[src/rtl/psm_regs.vh]
// constants for the port status and led monitor block
`ifndef PSM_REGS_VH
`define PSM_REGS_VH
`define PSM_CLK_MHZ 250
`define PSM_STRETCH_30_MS 30
`define PSM_STRETCH_60_MS 60
`define PSM_STRETCH_100_MS 100
`define PSM_CYC_PER_MS (`PSM_CLK_MHZ * 1000)
`define PSM_SEL_30 2'h0
`define PSM_SEL_60 2'h1
`define PSM_SEL_100 2'h2
`define PSM_FN_LINK_ACT 4'hD
`define PSM_WORD_BITS 16
`define PSM_SIG_BITS 16
`define PSM_QS_MSB 15
`define PSM_QS_LSB 0
`endif

[src/rtl/psm_monitor.v]
// per-port led stretching, negotiation status and quick-status serial stream
`timescale 1ns/1ps
`include "psm_regs.vh"
module psm_monitor #(
  parameter PORTS = 8,
  parameter LEDS = 3,
  parameter CNT_W = 25,
  parameter CYC_PER_MS = `PSM_CYC_PER_MS
) (
  input wire clk,
  input wire rst_n,
  input wire [PORTS*LEDS*4-1:0] led_func,
  input wire [PORTS*LEDS-1:0] led_event,
  input wire [PORTS-1:0] link_up,
  input wire [PORTS-1:0] activity,
  input wire [PORTS-1:0] stretch_en,
  input wire [PORTS*2-1:0] stretch_sel,
  input wire [PORTS-1:0] an_done,
  input wire [PORTS-1:0] an_restart,
  input wire [PORTS-1:0] page_rx_evt,
  input wire [PORTS-1:0] base_page_evt,
  input wire [PORTS-1:0] alt_next_page,
  input wire [PORTS-1:0] page_rx_rd,
  input wire [PORTS-1:0] base_page_rd,
  input wire [PORTS*14-1:0] quick_status,
  input wire status_shift_clock,
  output reg [PORTS*LEDS-1:0] led_out_q,
  output reg [PORTS-1:0] an_complete_q,
  output reg [PORTS-1:0] link_stat_q,
  output reg [PORTS-1:0] link_qs_q,
  output reg [PORTS-1:0] page_rx_q,
  output reg [PORTS-1:0] base_page_q,
  output reg status_serial_out
);
  localparam integer LIM30_I = `PSM_STRETCH_30_MS * CYC_PER_MS - 1;
  localparam integer LIM60_I = `PSM_STRETCH_60_MS * CYC_PER_MS - 1;
  localparam integer LIM100_I = `PSM_STRETCH_100_MS * CYC_PER_MS - 1;
  localparam [CNT_W-1:0] LIM30 = LIM30_I[CNT_W-1:0];
  localparam [CNT_W-1:0] LIM60 = LIM60_I[CNT_W-1:0];
  localparam [CNT_W-1:0] LIM100 = LIM100_I[CNT_W-1:0];
  localparam [CNT_W-1:0] ONE_CNT = {{(CNT_W-1){1'b0}}, 1'b1};
  localparam S_SIG = 2'b01;
  localparam S_WORD = 2'b10;

  function [CNT_W-1:0] sel_limit;
    input [1:0] sel;
    begin
      case (sel)
        `PSM_SEL_30: sel_limit = LIM30;
        `PSM_SEL_60: sel_limit = LIM60;
        default: sel_limit = LIM100;
      endcase
    end
  endfunction

  // led stretchers, one per led per port plus one activity stretcher per port
  wire [PORTS*LEDS-1:0] stretched;
  wire [PORTS-1:0] act_blink;
  genvar p, l;
  generate
    for (p = 0; p < PORTS; p = p + 1) begin : g_port
      // stretched activity keeps the blink running while traffic lasts
      psm_led_stretch #(.CNT_W(CNT_W)) u_act (
        .clk(clk),
        .rst_n(rst_n),
        .event_in(activity[p] & link_up[p]),
        .stretch_en(1'b1),
        .limit(sel_limit(stretch_sel[p*2 +: 2])),
        .led_q(act_blink[p])
      );
      for (l = 0; l < LEDS; l = l + 1) begin : g_led
        psm_led_stretch #(.CNT_W(CNT_W)) u_st (
          .clk(clk),
          .rst_n(rst_n),
          .event_in(led_event[p*LEDS+l]),
          .stretch_en(stretch_en[p]),
          .limit(sel_limit(stretch_sel[p*2 +: 2])),
          .led_q(stretched[p*LEDS+l])
        );
      end
    end
  endgenerate

  // blink phase toggles once per stretch interval while activity lasts
  reg [PORTS-1:0] blink_ph_q;
  reg [PORTS*CNT_W-1:0] blink_cnt_q;
  integer i, j;
  always @(posedge clk or negedge rst_n) begin
    if (!rst_n) begin
      blink_ph_q <= {PORTS{1'b0}};
      blink_cnt_q <= {(PORTS*CNT_W){1'b0}};
    end else begin
      for (i = 0; i < PORTS; i = i + 1) begin
        if (!link_up[i] || !act_blink[i]) begin
          blink_ph_q[i] <= 1'b0;
          blink_cnt_q[i*CNT_W +: CNT_W] <= {CNT_W{1'b0}};
        end else if (blink_cnt_q[i*CNT_W +: CNT_W] >= sel_limit(stretch_sel[i*2 +: 2])) begin
          blink_ph_q[i] <= ~blink_ph_q[i];
          blink_cnt_q[i*CNT_W +: CNT_W] <= {CNT_W{1'b0}};
        end else begin
          blink_cnt_q[i*CNT_W +: CNT_W] <= blink_cnt_q[i*CNT_W +: CNT_W] + ONE_CNT;
        end
      end
    end
  end

  always @(posedge clk or negedge rst_n) begin
    if (!rst_n) begin
      led_out_q <= {(PORTS*LEDS){1'b0}};
    end else begin
      for (i = 0; i < PORTS; i = i + 1) begin
        for (j = 0; j < LEDS; j = j + 1) begin
          if (led_func[(i*LEDS+j)*4 +: 4] == `PSM_FN_LINK_ACT) begin
            // off when down, on when idle, blinking with activity
            if (!link_up[i])
              led_out_q[i*LEDS+j] <= 1'b0;
            else if (act_blink[i] || activity[i])
              led_out_q[i*LEDS+j] <= blink_ph_q[i];
            else
              led_out_q[i*LEDS+j] <= 1'b1;
          end else begin
            led_out_q[i*LEDS+j] <= stretched[i*LEDS+j];
          end
        end
      end
    end
  end

  // negotiation and link status bits
  always @(posedge clk or negedge rst_n) begin
    if (!rst_n) begin
      an_complete_q <= {PORTS{1'b0}};
      link_stat_q <= {PORTS{1'b0}};
      link_qs_q <= {PORTS{1'b0}};
      page_rx_q <= {PORTS{1'b0}};
      base_page_q <= {PORTS{1'b0}};
    end else begin
      for (i = 0; i < PORTS; i = i + 1) begin
        an_complete_q[i] <= an_done[i] & ~an_restart[i];
        link_stat_q[i] <= link_up[i];
        link_qs_q[i] <= link_up[i];
        // a new page wins over a read or restart clear in the same cycle
        if (page_rx_evt[i])
          page_rx_q[i] <= 1'b1;
        else if (page_rx_rd[i])
          page_rx_q[i] <= 1'b0;
        else if (alt_next_page[i] && an_restart[i])
          page_rx_q[i] <= 1'b0;
        if (base_page_evt[i])
          base_page_q[i] <= 1'b1;
        else if (base_page_rd[i])
          base_page_q[i] <= 1'b0;
      end
    end
  end

  // status shift clock synchroniser, falling edge when stages 2,3 agree low
  reg sck1_q, sck2_q, sck3_q, sck_lvl_q;
  wire sck_fall = sck_lvl_q & ~sck2_q & ~sck3_q;
  always @(posedge clk or negedge rst_n) begin
    if (!rst_n) begin
      sck1_q <= 1'b0;
      sck2_q <= 1'b0;
      sck3_q <= 1'b0;
      sck_lvl_q <= 1'b0;
    end else begin
      sck1_q <= status_shift_clock;
      sck2_q <= sck1_q;
      sck3_q <= sck2_q;
      if (sck2_q == sck3_q)
        sck_lvl_q <= sck3_q;
    end
  end

  // serial stream: signature, port word, next port
  reg [1:0] st_q;
  reg [3:0] bit_q;
  reg [3:0] port_q;
  reg [`PSM_WORD_BITS-1:0] sh_q;
  wire [`PSM_WORD_BITS-1:0] word_next;
  assign word_next = {1'b0, quick_status[port_q*14 +: 14], 1'b0};
  always @(posedge clk or negedge rst_n) begin
    if (!rst_n) begin
      st_q <= S_SIG;
      bit_q <= 4'h0;
      port_q <= 4'h0;
      sh_q <= 16'h0000;
      status_serial_out <= 1'b1;
    end else if (sck_fall) begin
      case (st_q)
        S_SIG: begin
          status_serial_out <= 1'b1;
          bit_q <= bit_q + 4'h1;
          if (bit_q == 4'hF) begin
            st_q <= S_WORD;
            sh_q <= word_next;
          end
        end
        S_WORD: begin
          status_serial_out <= sh_q[`PSM_QS_MSB];
          sh_q <= {sh_q[`PSM_QS_MSB-1:0], 1'b0};
          bit_q <= bit_q + 4'h1;
          if (bit_q == 4'hF) begin
            st_q <= S_SIG;
            port_q <= (port_q == PORTS-1) ? 4'h0 : port_q + 4'h1;
          end
        end
        default: st_q <= S_SIG;
      endcase
    end
  end
endmodule

[src/rtl/psm_led_stretch.v]
// one led pulse stretcher with edge detect and retrigger
`timescale 1ns/1ps
module psm_led_stretch #(
  parameter CNT_W = 25
) (
  input wire clk,
  input wire rst_n,
  input wire event_in,
  input wire stretch_en,
  input wire [CNT_W-1:0] limit,
  output reg led_q
);
  reg armed_prev_q;
  reg [CNT_W-1:0] cnt_q;
  reg run_q;
  wire edge_hit = event_in & ~armed_prev_q;
  wire expire = run_q && (cnt_q >= limit);
  always @(posedge clk or negedge rst_n) begin
    if (!rst_n) begin
      armed_prev_q <= 1'b0;
      cnt_q <= {CNT_W{1'b0}};
      run_q <= 1'b0;
      led_q <= 1'b0;
    end else if (!stretch_en) begin
      // cleared so enabling with a held event starts a timer
      armed_prev_q <= 1'b0;
      cnt_q <= {CNT_W{1'b0}};
      run_q <= 1'b0;
      led_q <= event_in;
    end else begin
      // re-arm on expiry so a held level makes a new edge
      armed_prev_q <= expire ? 1'b0 : event_in;
      if (edge_hit) begin
        cnt_q <= {CNT_W{1'b0}};
        run_q <= 1'b1;
        led_q <= 1'b1;
      end else if (expire) begin
        // a held event keeps the led lit across the re-arm
        cnt_q <= {CNT_W{1'b0}};
        run_q <= event_in;
        led_q <= event_in;
      end else if (run_q) begin
        cnt_q <= cnt_q + {{(CNT_W-1){1'b0}}, 1'b1};
      end
    end
  end
endmodule

[config.mk]
export PLATFORM = sky130hd
export DESIGN_NAME = psm_monitor
export DESIGN_NICKNAME = d
export VERILOG_FILES = /design/src/rtl/psm_monitor.v /design/src/rtl/psm_led_stretch.v
export VERILOG_INCLUDE_DIRS = /design/src /design/src/rtl
export SDC_FILE = /design/constraint.sdc
export NUM_CORES = 2
export LEC_CHECK = 0
export BUFFER_PORTS_ARGS = -buffer_cell sky130_fd_sc_hd__clkbuf_2
export CAP_MARGIN = 20
export CORE_ASPECT_RATIO = 0.6
export CORE_UTILIZATION = 40
export CTS_CLUSTER_DIAMETER = 100
export DETAILED_ROUTE_END_ITERATION = 16
export PLACE_DENSITY = 0.6
export REMOVE_ABC_BUFFERS = 1
export SLEW_MARGIN = 20
export SYNTH_ARGS = -nofsm -noshare
export SYNTH_HDL_FRONTEND = slang
export SYNTH_SLANG_ARGS = --single-unit
export TNS_END_PERCENT = 10
[constraint.sdc]
create_clock -name clk -period 4.5 [get_ports clk]
set_input_delay 0.45 -clock clk [delete_from_list [all_inputs] [get_ports clk]]
set_output_delay 0.45 -clock clk [all_outputs]
set_load 0.1 [all_outputs]
==> flow_metrics.env <==
export IMPL_startpoint="stretch_sel[13]"
export IMPL_r2r_start="g_port[6].g_led[1].u_st.cnt_q[24]"
export IMPL_yosysTopAreaCell="dfrtp_1"
export IMPL_synthTopCellsByArea="dfrtp_1, ha_1, xor2_1"
export IMPL_maxSlewHeadroom=0.265
export IMPL_layout_commonest_cell="nor2_1"
export IMPL_wl_per_cell_microns=15.7
export IMPL_dp_slack_ns=0.472
export IMPL_finalNonFillerCells=10167
export IMPL_grt_overflow_total=0
export IMPL_yosys_area_top_type_share=0.426
export IMPL_drc_errors=0
export IMPL_setup_slack_ns=1.28
export IMPL_fin_util=0.466
export IMPL_clk_latency_ns=0.74
export IMPL_p_per_area_mw_per_mm2=305
export IMPL_async_flop_share=1.00
export IMPL_rrSetupSlack_ns=1.53
export IMPL_p_leak_nw=36.6
export IMPL_clk_path_buf_depth=3
export IMPL_firstDrtPassIters=6
export IMPL_gp_congestion=0.835
export IMPL_grt_max_degree=132
export IMPL_die_area_sq_mm=0.175
export IMPL_place_inst=9804
export IMPL_grt_pass1_vias=52269
export IMPL_r2r_end="g_port[6].g_led[1].u_st.cnt_q[4]"
export IMPL_outcome="finished clean"
export IMPL_final_nets=8731
export IMPL_path_max_fanout=21
export IMPL_synth_cells=7248
export IMPL_final_cell_mix="nor2_1, dfrtp_1, ha_1"
export IMPL_grt_use_total=0.182
export IMPL_crit_end="g_port[6].g_led[1].u_st.cnt_q[4]"
export IMPL_syn_area_per_cell_sq_um=9.57
export IMPL_worst_slew_pin_transition_ns=1.09
export IMPL_post_cts_setup_buffers=0
export IMPL_vias=53888
export IMPL_synth_ff_type="dfrtp_1"
export IMPL_path_clk_slew_ns=0.06
export IMPL_wl_microns=160000
export IMPL_drive_gt1_frac=0.107
export IMPL_cts_sinks=1182
export IMPL_ys_seq_area_frac=0.427
export IMPL_hold_violations=0
export IMPL_drtIter0Drc=3579
export IMPL_grt_pass1_wl_microns=271000
export IMPL_fp_dieW_microns=540
export IMPL_initial_core_util=0.406
export IMPL_startpoint_type="input port"
export IMPL_hold_ws_ns=0.0820
export IMPL_htreeDepth=3
export IMPL_io_buffers=395
export IMPL_ys_ff_latch=1182
export IMPL_area_growth_pct=14.9
export IMPL_worstPathRequired_ns=5.13
export IMPL_hpwlAfterDp_microns=111000
export IMPL_maxSlewViolCount=0
export IMPL_io_pins=396
export IMPL_final_min_clock_period_ns=3.22
export IMPL_ys_types=101
export IMPL_hold_path_class="in -> reg"
export IMPL_clockRootBuffer="clkbuf_16"
export IMPL_crit_path_end_kind="flip-flop"
export IMPL_vias_per_cell=5.30
export IMPL_cts_tree="yes"
export IMPL_finClkSkew_ns=0.0255
export IMPL_drtAntennaViolNets=0
export IMPL_cts_resized=0
export IMPL_vdd_drop_max_mv=0.375
export IMPL_timing_final_crit_share=0.717
export IMPL_fill_cells=15963
export IMPL_antenna_found_initial=6
export IMPL_hold_buffers=130
export IMPL_core_area_sq_mm=0.171
export IMPL_ys_warn_count=0
export IMPL_grt_setup_unrepaired="false"
export IMPL_cap_violations=0
export IMPL_die_h_microns=325
export IMPL_path_class="in -> reg"
export IMPL_finalSetupTns_ns=0
export IMPL_cts_made_buffers=121
export IMPL_reg2reg_depth=8
export IMPL_synth_edf_count=0
export IMPL_fmax_ghz=0.310
export IMPL_setup_viol=0
export IMPL_syn_area_sq_mm=0.0693
export IMPL_arrival_ns=3.86
export IMPL_row_count=117
-- per-layer routing --
layer | track usage | share of wire
met1 | 0.290 | 0.54
met2 | 0.257 | 0.40
met3 | 0.0256 | 0.040
met4 | 0.0424 | 0.020
met5 | 0 | 0.00017
-- where the power goes --
group	total, mW	internal, mW	switching [mW]	leakage [nW]
Combinational	2.18	0.755	1.42	18.4
Clock	10.9	6.32	4.56	2.13
Sequential	11.2	10.9	0.320	16.0
Total	24.3	18.0	6.30	36.6
-- cells in the mapped netlist, types with 87 or more instances --
| cell | n |
|---|---|
| a21o_1 | 138 |
| a21oi_1 | 275 |
| and3_1 | 217 |
| and4_1 | 87 |
| clkbuf_1 | 113 |
| dfrtp_1 | 1180 |
| ha_1 | 604 |
| inv_1 | 131 |
| nand2_1 | 576 |
| nand2b_1 | 95 |
| nand3_1 | 435 |
| nand4_1 | 290 |
| nor2_1 | 1229 |
| nor3_1 | 93 |
| o21ai_0 | 106 |
| xnor2_1 | 281 |
| xor2_1 | 580 |
-- worst min path at each step --
stage	from	end	slack, ns	cells after the start
detailed placement	sck1_q	sck2_q	0.33	0
global route	led_func[20]	led_out_q[5]	0.03	3
global placement	sck1_q	sck2_q	0.34	0
finish	led_func[20]	led_out_q[5]	0.08	3
floorplan	rst_n	an_complete_q[0]	0.15	0
CTS	led_func[20]	led_out_q[5]	0.0009	3
-- kinds of logic after synthesis --
| group | Yosys count | synth area share |
|---|---|---|
| AOI/OAI and AO/OA | 866 | 0.0834 |
| xor gates and xnor gates | 861 | 0.109 |
| adders and majority gates | 605 | 0.109 |
| buffers and inverters | 314 | 0.0189 |
| DFF | 1182 | 0.427 |
| muxes | 97 | 0.0202 |
| and+or+nand+nor | 3323 | 0.233 |
-- flip-flops by register name, summed over array words and instances (netlist names), 15 cells and up --
| name | count |
|---|---|
| g_port.g_led.u_st.armed_prev_q | 24 |
| g_port.g_led.u_st.led_q | 24 |
| led_out_q | 24 |
| g_port.g_led.u_st.cnt_q | 600 |
| g_port.u_act.cnt_q | 200 |
| blink_cnt_q | 200 |
| sh_q | 15 |
| g_port.g_led.u_st.run_q | 24 |
-- layout make-up --
cell class	count	area (sq um)	area share
multi-input cells	5752	38500	0.483
flip-flops and latches	1182	29600	0.371
repair buffers	607	4000	0.0502
clock buffers	170	3510	0.0441
well taps	2261	2830	0.0355
clock inverters	61	788	0.00989
inverters	132	495	0.00622
diodes	2	5.00	0.0000628
-- critical path: stages --
cell,delay (ns)
clkbuf_2,0.18
or2_2,0.49
inv_1,0.42
ha_1,0.34
a21o_1,0.16
a21o_1,0.18
a31oi_1,0.18
o211a_1,0.37
nand2b_1,0.21
nand3_1,0.59
nor2_1,0.28
-- metrics by stage --
stage | cell area [sq um] | power, mW
final | 79700 | 24.3
after global routing | 79700 | 25.4
after CTS | 79700 | 24.7
after detailed placement | 74100 | 13.5
after global placement | 74100 | 13.5
after floorplan | 68500 | 12.6
(Power assumes the default switching activity.)
